`src/rtl/ubg_pkg.sv`:
```
package ubg_pkg;
  // -------------------------------------------------------------------
  // register map (word index on the plain register port)
  // -------------------------------------------------------------------
  localparam logic [2:0] ADDR_MODE   = 3'h0; // serial_mode_register
  localparam logic [2:0] ADDR_CLKSEL = 3'h1; // clock_select_register
  localparam logic [2:0] ADDR_DIV    = 3'h2; // baud_divisor_register
  localparam logic [2:0] ADDR_TXBUF  = 3'h3; // tx_holding_buffer (write)
  localparam logic [2:0] ADDR_RXBUF  = 3'h4; // received byte (read)
  localparam logic [2:0] ADDR_TXSTAT = 3'h5; // tx_status_register
  localparam logic [2:0] ADDR_IRQST  = 3'h6; // sticky events, read clears
  localparam logic [2:0] ADDR_IRQMSK = 3'h7; // interrupt mask

  // -------------------------------------------------------------------
  // field positions and reset values
  // -------------------------------------------------------------------
  localparam int POS_POWER = 7; // unit_power_enable
  localparam int POS_TXEN  = 6; // transmit_enable_bit
  localparam int POS_RXEN  = 5; // receive_enable_bit
  localparam int POS_BFULL = 1; // tx_buffer_full_flag
  localparam int POS_SBUSY = 0; // tx_shift_busy_flag
  localparam int POS_EVTX  = 0; // frame sent event
  localparam int POS_EVRX  = 1; // byte received event
  localparam logic [7:0] RST_DIV    = 8'hff;
  localparam logic [3:0] RST_CLKSEL = 4'h0;
  localparam logic [7:0] RST_ZERO   = 8'h00;

  // -------------------------------------------------------------------
  // timing limits
  // -------------------------------------------------------------------
  localparam logic [7:0] K_MIN      = 8'h08; // smallest legal divisor
  localparam logic [3:0] SEL_MAX    = 4'hb;  // fxx/2048
  localparam logic [1:0] GAP_TICKS  = 2'h2;  // stretch between frames
  localparam logic [3:0] FRAME_BITS = 4'ha;  // start, 8 data, stop
  localparam logic [4:0] RX_HALVES  = 5'h13; // half periods to stop middle

  // -------------------------------------------------------------------
  // carriers
  // -------------------------------------------------------------------
  typedef struct packed {
    logic       power;  // unit power enable, functional reset when low
    logic       tx_en;  // transmit enable
    logic       rx_en;  // receive enable
    logic [3:0] sel;    // base_clock_select
    logic [7:0] k;      // divisor_value_field
  } ubg_cfg_t;

  typedef struct packed {
    logic buf_full;     // holding buffer occupied
    logic shift_busy;   // shift register sending
  } ubg_txflag_t;
endpackage

```
`src/rtl/ubg_core.sv`:
```
// Functional notes
// - bit rate is fclk over twice k
// - divisor k is 8 to 255
// - receive latches timed by divisor counter
// - back-to-back frames gain two base clocks
// - receive timing restarts on each start bit
// - stopped clock freezes every register
// - stopped clock holds serial output level
// - two-stage transmit path with two flags
// - flags read 10, 11, 01 in streams
// - power enable low holds base clock low
// - base clock is system clock over 2^n
// - separate divisor counters for tx and rx
//
// Added by the designer: the plain strobed port and the register addresses.
`timescale 1ns/100ps
`default_nettype none
module ubg_core (
  input  wire logic       clock,          // 200 MHz system clock
  input  wire logic       rst,            // synchronous, active high
  input  wire logic       clock_stop,     // clock supply to the unit stopped
  input  wire logic [2:0] addr,           // register index
  input  wire logic [7:0] wdata,          // write data
  input  wire logic       wr,             // write strobe
  input  wire logic       rd,             // read strobe
  output logic      [7:0] rdata,          // read data, cycle after rd
  output logic            serial_out_pin, // transmit line
  input  wire logic       serial_in,      // receive line, asynchronous
  output logic            irq             // level interrupt
);
  // -------------------------------------------------------------------
  // types and helpers
  // -------------------------------------------------------------------
  typedef enum {T_IDLE, T_SEND, T_GAP} ubg_tx_t;
  typedef enum {R_IDLE, R_RECV} ubg_rx_t;

  // prohibited divisor codes act as the smallest legal one
  function automatic logic [7:0] ubg_clamp_k(input logic [7:0] v);
    return (v < ubg_pkg::K_MIN) ? ubg_pkg::K_MIN : v;
  endfunction

  // prohibited select codes (upper bits both set) act as the slowest
  function automatic logic [3:0] ubg_clamp_sel(input logic [3:0] v);
    return (v > ubg_pkg::SEL_MAX) ? ubg_pkg::SEL_MAX : v;
  endfunction

  // -------------------------------------------------------------------
  // state
  // -------------------------------------------------------------------
  ubg_pkg::ubg_cfg_t    cfg;        // software configuration
  ubg_pkg::ubg_txflag_t flags;      // two-stage transmit status
  logic [7:0]           tx_hold;    // holding buffer contents
  logic [8:0]           tx_shift;   // stop plus data still to go
  logic [3:0]           tx_bits;    // bits left in this frame
  logic                 tx_phase;   // second half of bit when set
  logic [1:0]           gap_cnt;    // base clocks of stretch done
  ubg_tx_t              tx_state;   // transmit sequencer
  ubg_rx_t              rx_state;   // receive sequencer
  logic [4:0]           rx_halves;  // half periods since start edge
  logic [7:0]           rx_shift;   // incoming bits, lsb first
  logic [7:0]           rx_data;    // last complete byte
  logic [1:0]           ev_stat;    // sticky events
  logic [1:0]           ev_mask;    // event enables
  logic [10:0]          pre;        // base clock prescaler
  logic [2:0]           in_sync;    // pin synchroniser chain
  logic                 pin_level;  // debounced pin level
  logic                 samp;       // last base-clock sample
  logic                 rx_line;    // noise-filtered line
  logic                 rx_line_d;  // for start edge detection

  // -------------------------------------------------------------------
  // base clock
  // -------------------------------------------------------------------
  logic [3:0]  sel_eff;  // legal select code
  logic [10:0] pre_mask; // low n bits of prescaler
  logic        tick;     // one system clock wide base clock event
  logic        hold;     // everything frozen
  logic [7:0]  k_eff;    // legal divisor

  assign hold     = clock_stop;
  assign sel_eff  = ubg_clamp_sel(cfg.sel);
  assign k_eff    = ubg_clamp_k(cfg.k);
  assign pre_mask = 11'((12'h001 << sel_eff) - 12'h001);
  // fires once every 2^n system clocks, never while the unit is off
  assign tick     = cfg.power && !hold && ((pre & pre_mask) == pre_mask);

  // prescaler sits at zero while unpowered so the base clock stays low
  always_ff @(posedge clock) begin
    if (rst || !cfg.power) begin
      pre <= '0;
    end else if (!hold) begin
      pre <= pre + 11'h001;
    end
  end

  // -------------------------------------------------------------------
  // configuration registers
  // -------------------------------------------------------------------
  // writes landing while the clock is stopped are lost, as in silicon
  always_ff @(posedge clock) begin
    if (rst) begin
      cfg     <= '{power: 1'b0, tx_en: 1'b0, rx_en: 1'b0,
                   sel: ubg_pkg::RST_CLKSEL, k: ubg_pkg::RST_DIV};
      ev_mask <= '0;
    end else if (!hold && wr) begin
      case (addr)
        ubg_pkg::ADDR_MODE: begin
          cfg.power <= wdata[ubg_pkg::POS_POWER];
          cfg.tx_en <= wdata[ubg_pkg::POS_TXEN];
          cfg.rx_en <= wdata[ubg_pkg::POS_RXEN];
        end
        ubg_pkg::ADDR_CLKSEL: cfg.sel <= wdata[3:0];
        ubg_pkg::ADDR_DIV:    cfg.k   <= wdata;
        ubg_pkg::ADDR_IRQMSK: ev_mask <= wdata[1:0];
        default: ;
      endcase
    end
  end

  // -------------------------------------------------------------------
  // transmit side
  // -------------------------------------------------------------------
  logic tx_half;  // half bit elapsed
  logic tx_load;  // move holding buffer into shift register
  logic tx_done;  // stop bit finished
  logic tx_write; // software fills holding buffer
  logic tx_run;   // transmitter enabled

  assign tx_run   = cfg.power && cfg.tx_en;
  assign tx_write = !hold && wr && (addr == ubg_pkg::ADDR_TXBUF) && tx_run && !flags.buf_full;
  assign tx_load  = !hold && tx_run && flags.buf_full &&
                    ((tx_state == T_IDLE) ||
                     (tx_state == T_GAP && tick && gap_cnt == ubg_pkg::GAP_TICKS - 2'h1));
  assign tx_done  = (tx_state == T_SEND) && tx_half && tx_phase && (tx_bits == 4'h1);

  // own divisor counter for transmit, restarted at every frame
  ubg_divider #(.W(8)) u_tx_div (
    .clock (clock),
    .rst   (rst),
    .hold  (hold),
    .clear (tx_load || !tx_run),
    .tick  (tick),
    .k     (k_eff),
    .half  (tx_half)
  );

  // holding buffer and its flag; the load clears it, a write sets it
  always_ff @(posedge clock) begin
    if (rst || !tx_run) begin
      flags.buf_full <= 1'b0;
      tx_hold        <= ubg_pkg::RST_ZERO;
    end else if (tx_write) begin
      flags.buf_full <= 1'b1;
      tx_hold        <= wdata;
    end else if (tx_load) begin
      flags.buf_full <= 1'b0;
    end
  end

  // frame sequencer; busy stays set through the stretch when chaining
  always_ff @(posedge clock) begin
    if (rst || !tx_run) begin
      tx_state         <= T_IDLE;
      flags.shift_busy <= 1'b0;
      serial_out_pin   <= 1'b1;
      tx_shift         <= '1;
      tx_bits          <= '0;
      tx_phase         <= 1'b0;
      gap_cnt          <= '0;
    end else if (!hold) begin
      if (tx_load) begin
        tx_state         <= T_SEND;
        flags.shift_busy <= 1'b1;
        serial_out_pin   <= 1'b0; // start bit
        tx_shift         <= {1'b1, tx_hold};
        tx_bits          <= ubg_pkg::FRAME_BITS;
        tx_phase         <= 1'b0;
      end else begin
        case (tx_state)
          T_SEND: begin
            if (tx_half) begin
              tx_phase <= !tx_phase;
              if (tx_phase) begin
                tx_bits <= tx_bits - 4'h1;
                if (tx_done) begin
                  // next byte waiting: stretch the idle gap first
                  tx_state         <= flags.buf_full ? T_GAP : T_IDLE;
                  flags.shift_busy <= flags.buf_full;
                  gap_cnt          <= '0;
                end else begin
                  serial_out_pin <= tx_shift[0];
                  tx_shift       <= {1'b1, tx_shift[8:1]};
                end
              end
            end
          end
          T_GAP: begin
            if (tick) begin
              gap_cnt <= gap_cnt + 2'h1;
            end
          end
          default: ;
        endcase
      end
    end
  end

  // -------------------------------------------------------------------
  // receive side
  // -------------------------------------------------------------------
  logic rx_run;   // receiver enabled
  logic rx_start; // falling edge of filtered line while idle
  logic rx_half;  // half bit elapsed
  logic rx_latch; // middle of a bit

  assign rx_run   = cfg.power && cfg.rx_en;
  assign rx_start = !hold && rx_run && (rx_state == R_IDLE) && rx_line_d && !rx_line;
  assign rx_latch = (rx_state == R_RECV) && rx_half && !rx_halves[0];

  // three flip-flops; only the last two decide the level
  always_ff @(posedge clock) begin
    if (rst) begin
      in_sync   <= 3'h7;
      pin_level <= 1'b1;
    end else if (!hold) begin
      in_sync <= {in_sync[1:0], serial_in};
      if (in_sync[1] == in_sync[2]) begin
        pin_level <= in_sync[2];
      end
    end
  end

  // base-clock match filter: two equal samples change the line
  always_ff @(posedge clock) begin
    if (rst || !cfg.power) begin
      samp      <= 1'b1;
      rx_line   <= 1'b1;
      rx_line_d <= 1'b1;
    end else if (!hold) begin
      rx_line_d <= rx_line;
      if (tick) begin
        samp <= pin_level;
        if (samp == pin_level) begin
          rx_line <= pin_level;
        end
      end
    end
  end

  // own divisor counter for receive, restarted on the start edge
  ubg_divider #(.W(8)) u_rx_div (
    .clock (clock),
    .rst   (rst),
    .hold  (hold),
    .clear (rx_start || !rx_run),
    .tick  (tick),
    .k     (k_eff),
    .half  (rx_half)
  );

  // latch instants count half bits from the start edge, so a long
  // gap before the edge cannot skew them
  always_ff @(posedge clock) begin
    if (rst || !rx_run) begin
      rx_state  <= R_IDLE;
      rx_halves <= '0;
      rx_shift  <= ubg_pkg::RST_ZERO;
      rx_data   <= ubg_pkg::RST_ZERO;
    end else if (!hold) begin
      case (rx_state)
        R_IDLE: begin
          if (rx_start) begin
            rx_state  <= R_RECV;
            rx_halves <= '0;
          end
        end
        R_RECV: begin
          if (rx_half) begin
            rx_halves <= rx_halves + 5'h01;
          end
          if (rx_latch) begin
            if (rx_halves == '0 && rx_line) begin
              rx_state <= R_IDLE; // glitch, not a start bit
            end else if (rx_halves == ubg_pkg::RX_HALVES - 5'h01) begin
              rx_state <= R_IDLE; // stop bit middle
              rx_data  <= rx_shift;
            end else if (rx_halves != '0) begin
              rx_shift <= {rx_line, rx_shift[7:1]};
            end
          end
        end
        default: rx_state <= R_IDLE;
      endcase
    end
  end

  // -------------------------------------------------------------------
  // events, interrupt and read port
  // -------------------------------------------------------------------
  logic [1:0] ev_set; // this cycle's events
  logic       rx_end; // byte complete

  assign rx_end = rx_latch && !hold && (rx_halves == ubg_pkg::RX_HALVES - 5'h01);
  assign ev_set = {rx_end, tx_done && !hold};
  assign irq    = |(ev_stat & ev_mask);

  // a read clears, but an event in that same cycle survives
  always_ff @(posedge clock) begin
    if (rst) begin
      ev_stat <= '0;
    end else if (!hold) begin
      ev_stat <= (rd && addr == ubg_pkg::ADDR_IRQST) ? ev_set : (ev_stat | ev_set);
    end
  end

  // read data valid only in the cycle after the strobe
  always_ff @(posedge clock) begin
    if (rst) begin
      rdata <= ubg_pkg::RST_ZERO;
    end else if (!hold) begin
      rdata <= ubg_pkg::RST_ZERO;
      if (rd) begin
        case (addr)
          ubg_pkg::ADDR_MODE:   rdata <= {cfg.power, cfg.tx_en, cfg.rx_en, 5'h00};
          ubg_pkg::ADDR_CLKSEL: rdata <= {4'h0, cfg.sel};
          ubg_pkg::ADDR_DIV:    rdata <= cfg.k;
          ubg_pkg::ADDR_RXBUF:  rdata <= rx_data;
          ubg_pkg::ADDR_TXSTAT: rdata <= {6'h00, flags};
          ubg_pkg::ADDR_IRQST:  rdata <= {6'h00, ev_stat};
          ubg_pkg::ADDR_IRQMSK: rdata <= {6'h00, ev_mask};
          default:              rdata <= ubg_pkg::RST_ZERO;
        endcase
      end
    end
  end

  // -------------------------------------------------------------------
  // checks
  // -------------------------------------------------------------------
  property p_gate_low;
    @(posedge clock) disable iff (rst)
      !cfg.power |=> (pre == '0) && serial_out_pin && !flags.shift_busy;
  endproperty
  a_gate_low: assert property (p_gate_low) else $error("base clock while off");

  property p_full_rate;
    @(posedge clock) disable iff (rst)
      (tick && sel_eff != 4'h0) |=> !tick || (sel_eff == 4'h0);
  endproperty
  a_full_rate: assert property (p_full_rate) else $error("divide by two broken");

  property p_k_floor;
    @(posedge clock) disable iff (rst)
      k_eff >= ubg_pkg::K_MIN;
  endproperty
  a_k_floor: assert property (p_k_floor) else $error("divisor below eight");

  property p_pin_hold;
    @(posedge clock) disable iff (rst)
      clock_stop |=> $stable(serial_out_pin);
  endproperty
  a_pin_hold: assert property (p_pin_hold) else $error("output moved while stopped");

  property p_state_hold;
    @(posedge clock) disable iff (rst)
      clock_stop |=> $stable(flags) && $stable(rx_halves) && $stable(ev_stat) && $stable(pre);
  endproperty
  a_state_hold: assert property (p_state_hold) else $error("state moved while stopped");

  property p_load_flags;
    @(posedge clock) disable iff (rst)
      tx_load |=> !flags.buf_full && flags.shift_busy && !serial_out_pin;
  endproperty
  a_load_flags: assert property (p_load_flags) else $error("flags wrong after load");

  property p_gap_idle;
    @(posedge clock) disable iff (rst)
      (tx_state == T_GAP) |-> serial_out_pin && flags.shift_busy && gap_cnt < ubg_pkg::GAP_TICKS;
  endproperty
  a_gap_idle: assert property (p_gap_idle) else $error("stretch gap broken");

  property p_latch_odd;
    @(posedge clock) disable iff (rst)
      rx_end |=> (rx_state == R_IDLE) && (rx_data == $past(rx_shift));
  endproperty
  a_latch_odd: assert property (p_latch_odd) else $error("latch off bit middle");

  property p_start_fresh;
    @(posedge clock) disable iff (rst)
      rx_start |=> (rx_state == R_RECV) && (rx_halves == '0);
  endproperty
  a_start_fresh: assert property (p_start_fresh) else $error("rx timing not restarted");
endmodule
`default_nettype wire

```
`src/rtl/ubg_divider.sv`:
```
`timescale 1ns/100ps
`default_nettype none
// ---------------------------------------------------------------------
// 8-bit divisor counter, one per direction
// ---------------------------------------------------------------------
module ubg_divider #(
  parameter int W = 8
) (
  input  wire logic         clock,
  input  wire logic         rst,
  input  wire logic         hold,   // clock supply stopped
  input  wire logic         clear,  // restart the count
  input  wire logic         tick,   // base clock event
  input  wire logic [W-1:0] k,      // divisor, already clamped
  output logic              half    // one pulse every k base clocks
);
  logic [W-1:0] count; // base clocks since last pulse

  // two pulses make one bit, so the bit rate is fclk over 2k
  assign half = !hold && !clear && tick && (count == k - W'(1));

  // counter restarts on clear so each frame begins on a fresh grid
  always_ff @(posedge clock) begin
    if (rst) begin
      count <= '0;
    end else if (!hold) begin
      if (clear) begin
        count <= '0;
      end else if (tick) begin
        count <= half ? '0 : count + W'(1);
      end
    end
  end

  property p_clear;
    @(posedge clock) disable iff (rst)
      (clear && !hold) |=> (count == '0);
  endproperty
  a_clear: assert property (p_clear) else $error("divider not cleared");

  property p_period;
    @(posedge clock) disable iff (rst)
      half |-> (count == k - W'(1)) && (k >= ubg_pkg::K_MIN);
  endproperty
  a_period: assert property (p_period) else $error("divider pulse off grid");
endmodule
`default_nettype wire

```
`config.mk`:
```
export PLATFORM = sky130hd
export DESIGN_NAME = ubg_core
export DESIGN_NICKNAME = d
export VERILOG_FILES = /design/src/rtl/ubg_pkg.sv /design/src/rtl/ubg_core.sv /design/src/rtl/ubg_divider.sv
export SDC_FILE = /design/constraint.sdc
export NUM_CORES = 1
export LEC_CHECK = 0
export BUFFER_PORTS_ARGS = -buffer_cell sky130_fd_sc_hd__buf_2
export CAP_MARGIN = 10
export CORE_UTILIZATION = 35
export CTS_BUF_LIST = sky130_fd_sc_hd__clkbuf_2
export DETAILED_ROUTE_END_ITERATION = 8
export MAX_ROUTING_LAYER = met4
export PLACE_DENSITY = 0.49
export SLEW_MARGIN = 20
export SYNTH_ARGS = -nofsm -noshare
export SYNTH_HDL_FRONTEND = slang
export SYNTH_SLANG_ARGS = --single-unit
export TNS_END_PERCENT = 5
```
`constraint.sdc`:
```
create_clock -name clock -period 10.6 [get_ports clock]
set_input_delay 1.06 -clock clock [delete_from_list [all_inputs] [get_ports clock]]
set_output_delay 1.06 -clock clock [all_outputs]
set_load 0.005 [all_outputs]
```
**Word-level counts from Yosys, hierarchy flattened**

Cells that the tools add are included.

- Register bits: 173
- Input port bits: 17
- Output and inout port bits: 10
- Word-level logic and storage cells: 214

- $add $sub $neg: 8
- $lt $le $gt $ge: 2
- Eq/ne operators: 30
- Shift operators: 1
- Muxes and demuxes: 54
- Bitwise logic cells: 7
- Reductions and logical operators: 83

Operators with widths:

| kind | count |
|---|---|
| 32-bit 2-to-1 mux | 9 |
| 32-bit by 2-bit equality test with 1-bit output, second input constant | 3 |
| 32-bit zero test | 3 |
| 32-bit by 1-bit equality test with 1-bit output, second input constant | 2 |
| 8-bit 2-to-1 mux | 8 |
| 32-bit one-hot mux with 2 select lines | 1 |
| 8-bit one-hot mux with 7 select lines | 1 |
| 9-bit 2-to-1 mux | 5 |
| 1-bit logical AND | 33 |
| 32-bit by 3-bit equality test with 1-bit output, second input constant | 1 |
| 4-bit 2-to-1 mux | 5 |
| 2-bit nonzero test | 9 |
| 8-bit by 1-bit adder with 8-bit output, second input constant | 2 |
| 8-bit equality test | 2 |
| 2-bit inequality test, second input constant | 8 |
| 2-bit AND reduction | 8 |
| 1-bit 2-to-1 mux | 15 |
| 5-bit AND reduction | 3 |
| 3-bit equality test, second input constant | 4 |
| 2-bit 2-to-1 mux | 6 |
| 4-bit AND reduction | 3 |
| 11-bit by 1-bit adder with 11-bit output, second input constant | 1 |
| 11-bit bitwise AND | 1 |
| 11-bit equality test | 1 |
| other kinds (30) | 51 |

**Logic depth before layout (Yosys ltp)**

Gate-level depths: netlist of run 1.

- Depth in word-level cells: 24
- Depth in mapped cells: 15
- Gate-level depth less buffers: 11

**By module**

Synthesis of run 1 repeated with hierarchy kept, for this count alone.

- Cells, all modules: 686
- Area, all modules: 5939.4 µm²

By module, submodules not included:

| module | instances | cells each | area an instance (µm²) | sequential area each (µm²) |
|---|---|---|---|---|
| ubg_core | 1 | 520 | 4580.6 | 1901.8 |
| ubg_divider | 2 | 83 | 679.4 | 160.2 |

**Worst setup path after synthesis of run 1**

Ideal clock, no wire load.

- Kind: register to register
- From: register cfg[7] in the netlist's numbering
- To: register tx_shift[6]
- Library setup time: 0.073 ns
- Data arrival time: 4.112 ns
- Data required time: 10.527 ns
- Slack: 6.415 ns
- Stages on the path, launching flop included: 14
- Buffers on the path: 2
- Period minus slack after synthesis: 4.185 ns
- Cell sequence: dfxtp_1 > clkbuf_8 > or4_1 > o21ai_0 > ha_1 > or3b_2 > nor4_1 > nor3b_1 > or4_4 > a2111oi_4 > or4b_1 > buf_6 > nor2b_1 > nor3_2

- Word-level cells in the longest chain between the ends: 10
- Elaborated cells between the ends (all ways): 11
- Classes of those cells: 1 x add/sub; 1 x order compare; 2 x eq/ne; 1 x mux; 6 x reduce/logical

RTL lines:

| what | line | source |
|---|---|---|
| start, declared | ubg_core.sv:50 | `ubg_pkg::ubg_cfg_t cfg;` |
| start signal, assigned | ubg_core.sv:102 | `cfg <= '{power: 1'b0, tx_en: 1'b0, rx_en: 1'b0,` |
| 8-bit by 4-bit less-than comparator with 1-bit output | ubg_core.sv:39 | `return (v < ubg_pkg::K_MIN) ? ubg_pkg::K_MIN : v;` |
| 8-bit 2-to-1 mux * | ubg_core.sv:39 |  |
| 8-bit by 1-bit subtractor with 8-bit output * | ubg_divider.sv:20 | `assign half = !hold && !clear && tick && (count == k - W'(1));` |
| 8-bit equality test * | ubg_divider.sv:20 |  |
| 1-bit logical AND * | ubg_divider.sv:20 |  |
| 1-bit logical AND (3 in series) | ubg_core.sv:134 | `assign tx_done = (tx_state == T_SEND) && tx_half && tx_phase && (tx_bits == 4'h1);` |
| 2-bit inequality test (no line) | - |  |
| 5-bit AND reduction (no line) * | - |  |
| end signal, assigned | ubg_core.sv:175 | `tx_shift <= {1'b1, tx_hold};` |
| end signal, assigned | ubg_core.sv:192 | `tx_shift <= {1'b1, tx_shift[8:1]};` |
| end, declared | ubg_core.sv:53 | `logic [8:0] tx_shift;` |

Every way passes the cells marked *; elsewhere a longest branch is shown, timed or not.
A chain may end at the register's enable or synchronous reset.

**Worst setup path in the final report of run 1**

- From: register cfg[4] in the netlist's numbering
- To: register rx_data[4]

- Word-level cells in the longest chain between the ends: 8

RTL lines:

| what | line | source |
|---|---|---|
| 8-bit by 4-bit less-than comparator with 1-bit output | ubg_core.sv:39 |  |
| 8-bit 2-to-1 mux * | ubg_core.sv:39 |  |
| 8-bit by 1-bit subtractor with 8-bit output * | ubg_divider.sv:20 |  |
| 8-bit equality test * | ubg_divider.sv:20 |  |
| 1-bit logical AND * | ubg_divider.sv:20 |  |
| 1-bit logical AND * (2 in series) | ubg_core.sv:218 | `assign rx_latch = (rx_state == R_RECV) && rx_half && !rx_halves[0];` |
| 5-bit AND reduction (no line) * | - |  |
| end signal, assigned | ubg_core.sv:268 | `rx_data <= ubg_pkg::RST_ZERO;` |
| end signal, assigned | ubg_core.sv:286 | `rx_data <= rx_shift;` |
| end, declared | ubg_core.sv:61 | `logic [7:0] rx_data;` |

Marks and branches as above.

==> results by group, run 1 <==
Hold path
  • Hold Path Class: register to register
  • Hold EP: gap_cnt[1]
  • Hold-critical path depth: 2
  • Min-delay src: gap_cnt[1]

Clock network
  • Hold_buf cts: 0
  • H-tree lvl count: 3
  • CTS resizes: 0
  • Clock root buffer: clkbuf_2
  • TritonCTS clock tree: done
  • Setup Fix Bufs, Post-CTS: 0
  • Worst-path clk slew: a little over 300 ps
  • Clock Sinks: about 110
  • Maximum clock insertion buffer count: 2
  • Num CTS Buffers: 9
  • Later-pin clock latency in the skew report: ~640 ps

Timing
  • Min cycle time layout: between 4000 and 5000 ps
  • RSZ-0062 raised after global routing: no
  • Final Setup Violations: 0
  • Fmax: slightly above 0.2 GHz
  • Slew HR: a little under two fifths
  • Clk_skew: 27.1 ps
  • Setup TNS: 0 ps
  • Slew @ Worst Pin: 919 ps
  • Slew Limit Fails: 0
  • Final hold violation count: 0
  • Final cycle utilization of the critical path: 45.8%

Placed design
  • Final Wtd Congestion: 0.891
  • Number of buffers added on ports: 26
  • Placed Area: slightly above 6000 um^2
  • HPWL Detailed: 11100 um
  • DP Cell Count: about 920

Logic synthesis
  • Cells after synthesis: ~700
  • Synth top area cells: dfxtp_1 37%, mux2i_1 8.1%, nor2_1 6.0%
  • Synth Net Count: roughly 740
  • Post-synth top area cell: dfxtp_1
  • Sequential-to-total area share from yosys stat: around 37%
  • Main synth FF type: dfxtp_1
  • EDFF count, synth: 0
  • Syn Std Cell Area: around 6000 um^2
  • Yosys warning count: 0
  • Post-synth ARST share: 0%
  • Netlist cell types: 65
  • #FFs+latches synth: ~110
  • Mean area per synthesized cell: between 8 and 9 um^2
  • Post-synth top area share: a little under two fifths

Pwr
  • Max IR drop VDD: ~0.000053 V
  • Cell Pwr Density: between 100 and 150 nW/um^2
  • Leak: 2.33 nW

Cells and area
  • Reg area: ~2200 um^2
  • Multi-input logic area: 3420 um^2
  • Non-Filler Instances: ~940
  • P&R area growth vs syn: 6.05%
  • Layout cell share with drive strength beyond 1: between 9 and 10%
  • Most frequent cells in the layout: 111 x dfxtp_1, 95 x nor2_1, 54 x nand2_1
  • Most common cell after layout, fill and taps aside: dfxtp_1
  • Cell area after layout: 6310 um^2
  • Fillers: between 1500 and 2000
  • Fin nets: 740
  • Fin util: between 30% and 40%

Routing
  • Vias: between 5000 and 6000
  • DRC errors left: 0
  • Drt first pass iters: 6
  • Via-to-Cell Ratio: between 5 and 6
  • First DRT Iteration DRCs: approximately 450
  • Post-DR wirelength/cell: 16.3 um
  • Antenna viol nets, final: 0
  • Post-Route WL: between 15000 and 20000 um

Floorplan
  • Core Region: 16600 um^2
  • Num rows: 47
  • IO Pins: 27
  • Initial Util: between 30% and 40%
  • Die width: 132 um
  • Die height: ~130 um
  • Die area: around 18000 um^2

Critical path
  • Worst Path Max Fanout: 16
  • Crit start category: register
  • Critical path endpoint category: register
  • Worst reg2reg endpoint: rx_data[4]
  • CP arrival: about 5400 ps
  • Crit-path slowest cell: nor4_2
  • R2R Path Start: cfg[4]
  • Max incr delay on CP: roughly 690 ps
  • R2R depth: 11
  • Crit-path cells: or4_1, o21ai_0, ha_1, or3b_2, a211oi_1, o21a_1, o211ai_1, nor4_2, and4_1, mux2i_1, nor2_1
  • R2R Setup Slk: about 5700 ps
  • CP Class: register to register
  • Critical Path RT: around 11000 ps

Outcome
  • Run status: complete, no violations

Global route
  • Overflow after GRT: 0
  • Vias in the first global route: 4779
  • Largest net degree at the start of global routing: 47
  • GRT Total Usage: around 18%
  • First-pass GRT wire length: around 25000 um
  • Initial antenna violation count: 1

Job
  • Maxcap violations: 0
how the worst max path moves through the flow:
stage / endpoint / from
after floorplan: tx_shift[6] / cfg[7]
after global placement: rx_data[4] / cfg[4]
after detailed placement: rx_data[5] / cfg[4]
after CTS: tx_shift[6] / cfg[4]
after global routing: rx_data[5] / cfg[4]
final: rx_data[4] / cfg[4]
worst max-delay path, delay by kind of cell, from the launching register on:
| kind | cells | cell delay [ps] |
|---|---|---|
| multiplexers | 1 | 240 |
| AND/OR/NAND/NOR | 5 | 2550 |
| flip-flops | 1 | 560 |
| adder cells (fa/ha/maj) | 1 | 340 |
| AO/OA/AOI/OAI | 4 | 1080 |
cell usage after synthesis, drive strengths merged, types with 10 or more instances:
cell	count
a211o	10
a21oi	39
a22oi	12
and3	14
clkbuf	35
dfxtp	111
ha	14
inv	22
mux2i	48
nand2	54
nand3	26
nor2	95
nor2b	15
nor3	20
o21ai	33
or3	13
xnor2	16
xor2	16
state kept, by name, summed over array words and instances (netlist names), 3 cells and up:
name / flops
rx_data: 8
tx_hold: 8
in_sync: 3
pre: 11
u_tx_div.count: 8
rx_halves: 5
tx_shift: 8
rdata: 8
rx_shift: 8
cfg: 15
tx_bits: 4
u_rx_div.count: 8
through the flow:
| step | power (mW) | hold WS, ps | worst slack [ps] |
|---|---|---|---|
| after CTS | 0.700 | 494 | 5790 |
| after global placement | 0.467 | 445 | 5970 |
| after floorplan | 0.455 | 433 | 6410 |
| final | 0.689 | 490 | 5750 |
| after detailed placement | 0.467 | 460 | 5830 |
| after global routing | 0.720 | 509 | 5390 |
routing by layer:
| layer | vias up | track usage [%] | share of wire, % |
|---|---|---|---|
| met1 | 2435 | 23.7 | 47 |
| met2 | 94 | 29.3 | 47 |
| li1 | 2526 | - | - |
| met3 | 23 | 3.72 | 3.9 |
| met5 | - | - | 0 |
| met4 | 0 | 5.68 | 1.9 |
cells by family after synthesis:
logic type / synth area share [%]
adders and majority gates: 2.94
muxes: 8.64
and+or+nand+nor: 24.2
xor gates and xnor gates: 4.71
AOI/OAI and AO/OA: 17.0
DFF: 37.3
buffers and inverters: 5.19
layout make-up:
| cell class | count | share of cell area, % |
|---|---|---|
| multi-input combinational | 534 | 54.2 |
| antenna | 1 | 0.0396 |
| clock inverter | 7 | 1.53 |
| timing repair buffer | 31 | 2.66 |
| sequential | 111 | 35.2 |
| tap | 220 | 4.36 |
| inverter | 22 | 1.31 |
| clock buffer | 9 | 0.713 |
power by group:
| group | internal (mW) | switching (mW) |
|---|---|---|
| clock network | 0.0790 | 0.150 |
| registers | 0.422 | 0.00407 |
| logic | 0.0122 | 0.0225 |
(Power assumes the default switching activity.)
==> run 2: changes to the inputs <==
==> constraint.sdc (replaced) <==
create_clock -name clock -period 4.7 [get_ports clock]
set_input_delay 0.47 -clock clock [delete_from_list [all_inputs] [get_ports clock]]
set_output_delay 0.47 -clock clock [all_outputs]
set_load 0.005 [all_outputs]
==> run 2 against run 1 <==
Sequential power is 120% higher. Non-clock buffer count is 10 higher. Sequential share of layout area is 0.083 points lower. Critical path type unchanged.
==> results by group, run 2 (synthesized netlist as in run 1, its figures left out) <==
Clock network
  • Worst-path clk slew: around 300 ps
  • Setup Fix Bufs, Post-CTS: 0
  • Later-pin clock latency in the skew report: roughly 640 ps
  • Clock Sinks: between 100 and 150
  • TritonCTS clock tree: done
  • Num CTS Buffers: 9
  • Maximum clock insertion buffer count: 2
  • H-tree lvl count: 3
  • Clock root buffer: clkbuf_2

Critical path
  • Crit start category: register
  • Max incr delay on CP: approximately 600 ps
  • CP Class: register to register
  • Crit-path cells: or4_1, o21ai_0, ha_1, or3b_2, nor4_1, nor3b_1, or4_4, a2111oi_4, or4b_4, nor2b_1, nor3_2
  • Critical Path RT: 5260 ps
  • Worst Path Max Fanout: 9
  • Worst setup startpoint: cfg[7]
  • Critical path endpoint category: register
  • Critical path buffers and inverters: 0
  • Crit-path slowest cell: or4b_4
  • CP arrival: approximately 5000 ps
  • Largest delay share family, worst path: simple AND/OR/NAND/NOR gates
  • R2R Path Start: cfg[7]
  • R2R Setup Slk: 370 ps

Global route
  • Largest net degree at the start of global routing: 46
  • First-pass GRT wire length: around 25000 um
  • Overflow after GRT: 0
  • GRT Total Usage: approximately 18%
  • Vias in the first global route: 4861
  • Initial antenna violation count: 0

Timing
  • Slew @ Worst Pin: a little under 900 ps
  • Hold_ws: 68.7 ps
  • Final cycle utilization of the critical path: roughly 92%
  • Final Setup Violations: 0
  • Slew HR: between 40% and 50%
  • RSZ-0062 raised after global routing: no
  • Fmax: around 0.23 GHz
  • Slew Limit Fails: 0
  • Min cycle time layout: between 4000 and 5000 ps
  • Setup TNS: 0 ps
  • Final hold violation count: 0
  • Clk_skew: a little under 40 ps

Routing
  • Vias: ~5000
  • Antenna viol nets, final: 0
  • Post-DR wirelength/cell: 15.9 um
  • Met3 wire len: about 450 um
  • Met2 WL post-DR: around 7000 um
  • Via-to-Cell Ratio: 5.28
  • DRC errors left: 0
  • Drt first pass iters: 5
  • Top Layer Used: met4
  • First DRT Iteration DRCs: 313
  • WL met1: 7420 um
  • Post-Route WL: ~15000 um

Floorplan
  • Core Region: approximately 17000 um^2
  • Die area: ~18000 um^2
  • IO Pins: 27
  • Num rows: between 40 and 50
  • Die height: roughly 130 um
  • Initial Util: about 36%
  • Die width: 132 um

Placed design
  • Final Wtd Congestion: 0.853
  • Number of buffers added on ports: 26
  • HPWL Detailed: between 10000 and 15000 um
  • DP Cell Count: between 900 and 1000

Outcome
  • Run status: complete, no violations

Cells and area
  • Inserted Diodes: 0
  • Layout cell share with drive strength beyond 1: about 10%
  • Top Registers: cfg: 15 flops, pre: 11 flops
  • Non-Filler Instances: 944
  • Most frequent cells in the layout: 111 x dfxtp_1, 95 x nor2_1, 54 x nand2_1
  • Most common cell after layout, fill and taps aside: dfxtp_1
  • Fin nets: 750
  • Max FFs per register: 15
  • Most flops, register: cfg
  • P&R area growth vs syn: 6.30%

Pwr
  • Cell Pwr Density: approximately 230 nW/um^2
  • Leak: 2.35 nW
  • Max IR drop VDD: around 0.00015 V

Job
  • Maxcap violations: 0

Hold path
  • Min-delay src: wdata[6]
  • Hold Path Class: primary input to register
run 2: layout make-up:
cell class                      count  area (um^2)
Fill cell                        1731        10300
Multi-Input combinational cell    534         3430
Sequential cell                   111         2220
Tap cell                          220          275
Timing Repair Buffer               41          243
Inverter                           22         82.6
Clock buffer                       11         55.1
Clock inverter                      5         25.0
run 2: path summary, 6_finish.rpt:
kind / to / cells after the start
setup / recovery: tx_shift[6] / 11
hold / removal: cfg[13] / 3
setup reg to reg: tx_shift[6] / 11
hold reg to reg: ev_stat[0] / 2
run 2: through the flow:
| stage | setup slack (ps) | utilization, % | total power [mW] | cell area, um^2 |
|---|---|---|---|---|
| floorplan | 515 | - | 1.03 | 5950 |
| global placement | 408 | 37.7 | 1.05 | 6250 |
| detailed placement | 313 | 37.7 | 1.06 | 6250 |
| CTS | 238 | 38.1 | 1.45 | 6330 |
| global route | 69.7 | 38.2 | 1.49 | 6330 |
| finish | 372 | 38.2 | 1.43 | 6330 |
run 2: where the power goes:
group	leakage [nW]	internal (mW)	total [mW]	switching (mW)
combinational	1.40	0.0293	0.0832	0.0539
sequential	0.896	0.951	0.957	0.00572
clock	0.0584	0.0695	0.389	0.319
total	2.35	1.05	1.43	0.379
run 2: per-layer routing:
metal	GRT usage, %	vias to the layer above
met5	-	-
met4	4.60	0
met3	3.79	11
met2	29.1	64
met1	24.2	2362
li1	-	2546
run 2: worst min-delay path, cell delays in order:
cell     delay [ps]
buf_2           130
nand3_1          60
a21oi_1          50
run 2: what timing repair did:
item / 4_1_cts / 5_1_grt
gates resized for setup: 0 / 1
setup endpoints to repair: 0 / 4
hold endpoints to repair: 0 / 0
hold buffers: 0 / 0
==> run 3: changes to the inputs <==
--- a/config.mk
+++ b/config.mk
@@ -8,7 +8,7 @@
 export BUFFER_PORTS_ARGS = -buffer_cell sky130_fd_sc_hd__buf_2
 export CAP_MARGIN = 10
 export CORE_UTILIZATION = 35
-export CTS_BUF_LIST = sky130_fd_sc_hd__clkbuf_2
+export CTS_BUF_LIST = sky130_fd_sc_hd__clkbuf_4 sky130_fd_sc_hd__clkbuf_8 sky130_fd_sc_hd__clkbuf_16
 export DETAILED_ROUTE_END_ITERATION = 8
 export MAX_ROUTING_LAYER = met4
 export PLACE_DENSITY = 0.49
==> run 3 against run 2 <==
Count of clock-buffer cells in the layout grew 3. Wire length grew 0.50%. Non-clock buffer count is the same. Flip-flop and latch count is the same. Power grew 26%. Fmax grew 0.68%. Critical path type unchanged. Critical endpoint unchanged. Largest cell class unchanged.
==> results by group, run 3 (synthesized netlist as in run 1, its figures left out) <==
Outcome
  • Run status: complete, no violations

Timing
  • Clk_skew: about 7 ps
  • Setup TNS: 0 ps
  • Slew @ Worst Pin: 877 ps
  • Hold_ws: 389 ps
  • RSZ-0062 raised after global routing: no
  • Slew Limit Fails: 0
  • Final Setup Violations: 0
  • Final cycle utilization of the critical path: about nine tenths
  • Slew HR: 41.3%
  • Fmax: 0.233 GHz
  • Final hold violation count: 0
  • Min cycle time layout: 4300 ps

Critical path
  • R2R Setup Slk: roughly 400 ps
  • Critical path endpoint category: register
  • CP arrival: 4540 ps
  • Critical Path RT: around 4900 ps
  • Worst setup startpoint: cfg[7]
  • Crit-path cells: or4_1, o21ai_0, ha_1, or3b_2, nor4_1, nor3b_1, or4_4, a2111oi_4, or4b_4, nor4_2, nor3_2
  • Crit start category: register
  • R2R Path Start: cfg[7]
  • Crit-path slowest cell: or4b_4
  • Crit path to: tx_shift[6]
  • Critical path buffers and inverters: 0
  • Max incr delay on CP: approximately 600 ps
  • Largest delay share family, worst path: simple AND/OR/NAND/NOR gates
  • Worst reg2reg endpoint: tx_shift[6]
  • Worst Path Max Fanout: 9
  • Stages on the worst setup path: 11
  • CP Class: register to register
  • R2R depth: 11

Cells and area
  • Top Registers: cfg: 15 flops, pre: 11 flops
  • Fin nets: 750
  • Most common cell after layout, fill and taps aside: dfxtp_1
  • Max FFs per register: 15
  • P&R area growth vs syn: 9.92%
  • Inserted Diodes: 0
  • Most flops, register: cfg
  • Most frequent cells in the layout: 111 x dfxtp_1, 95 x nor2_1, 54 x nand2_1
  • Layout cell share with drive strength beyond 1: between 10% and 20%

Floorplan
  • Initial Util: a little over a third
  • IO Pins: 27
  • Num rows: 47
  • Die height: around 130 um
  • Die area: approximately 18000 um^2
  • Die width: 132 um
  • Core Region: around 17000 um^2

Clock network
  • Num CTS Buffers: 9
  • Clock root buffer: clkbuf_16
  • Later-pin clock latency in the skew report: 350 ps
  • Worst-path clk slew: about 70 ps
  • TritonCTS clock tree: done
  • H-tree lvl count: 3
  • Clock Sinks: 111
  • Hold_buf cts: 0
  • Setup Fix Bufs, Post-CTS: 0
  • Maximum clock insertion buffer count: 2

Global route
  • Overflow after GRT: 0
  • First-pass GRT wire length: between 20000 and 30000 um
  • GRT Total Usage: ~18%
  • Vias in the first global route: ~4900
  • Largest net degree at the start of global routing: 46
  • Initial antenna violation count: 0

Routing
  • Via-to-Cell Ratio: ~5.3
  • First DRT Iteration DRCs: roughly 320
  • Antenna viol nets, final: 0
  • Post-Route WL: 15100 um
  • Drt first pass iters: 4
  • Post-DR wirelength/cell: between 15 and 20 um
  • Vias: roughly 5000
  • DRC errors left: 0

Placed design
  • Number of buffers added on ports: 26
  • Final Wtd Congestion: about 0.85
  • HPWL Detailed: roughly 11000 um

Hold path
  • Min-delay src: wdata[4]
  • Hold Path Class: primary input to register

Pwr
  • Cell Pwr Density: ~280 nW/um^2
  • Max IR drop VDD: 0.000164 V
  • Leak: approximately 2.4 nW

Job
  • Maxcap violations: 0
-- run 3: cell type report --
cell class / count / area (um^2)
fill: 1704 / 10000
multi-input combinational: 534 / 3430
sequential: 111 / 2220
clock buffer: 14 / 282
tap: 220 / 275
timing repair buffer: 41 / 243
inverter: 22 / 82.6
clock inverter: 2 / 13.8
-- run 3: stage by stage --
stage	area (um^2)	cells	util [%]	worst slack (ps)	power, mW
2_1_floorplan	5950	711	-	515	1.03
3_3_place_gp	6250	928	37.7	408	1.05
3_5_place_dp	6250	928	37.7	313	1.06
4_1_cts	6540	944	39.4	277	1.82
5_1_grt	6550	944	39.5	85.3	1.87
6_report	6550	944	39.5	401	1.80
-- run 3: tightest hold or removal path: cells and delay by family --
kind	cells	cell delay, ps
buffers and inverters	1	100
and+or+nand+nor	1	70
muxes	1	60
-- run 3: repair_timing --
item | CTS | global route
setup endpoints to repair | 0 | 1
resized for setup | 0 | 1
endpoints found under the hold margin | 0 | 0
-- run 3: power by group --
group          switching (mW)  internal, mW  total (mW)
logic                  0.0541        0.0293      0.0834
registers             0.00577         0.945       0.951
clock network           0.352         0.416       0.768
-- run 3: worst min-delay path by stage --
| stage | end | slack (ps) | cells after the start |
|---|---|---|---|
| after floorplan | flags[0] | 430 | 2 |
| after global placement | in_sync[2] | 450 | 1 |
| after detailed placement | in_sync[2] | 460 | 1 |
| after CTS | tx_hold[4] | 380 | 3 |
| after global routing | tx_hold[4] | 410 | 3 |
| final | tx_hold[4] | 390 | 3 |
-- run 3: layer usage --
layer	wire, um	part of all wire (%)	GRT usage (%)	vias to the layer above
li1	-	-	-	2549
met1	7540	50	24.3	2393
met2	7020	46	29.0	63
met3	363	2.4	2.76	12
met4	189	1.3	5.94	0
met5	0	0	-	-
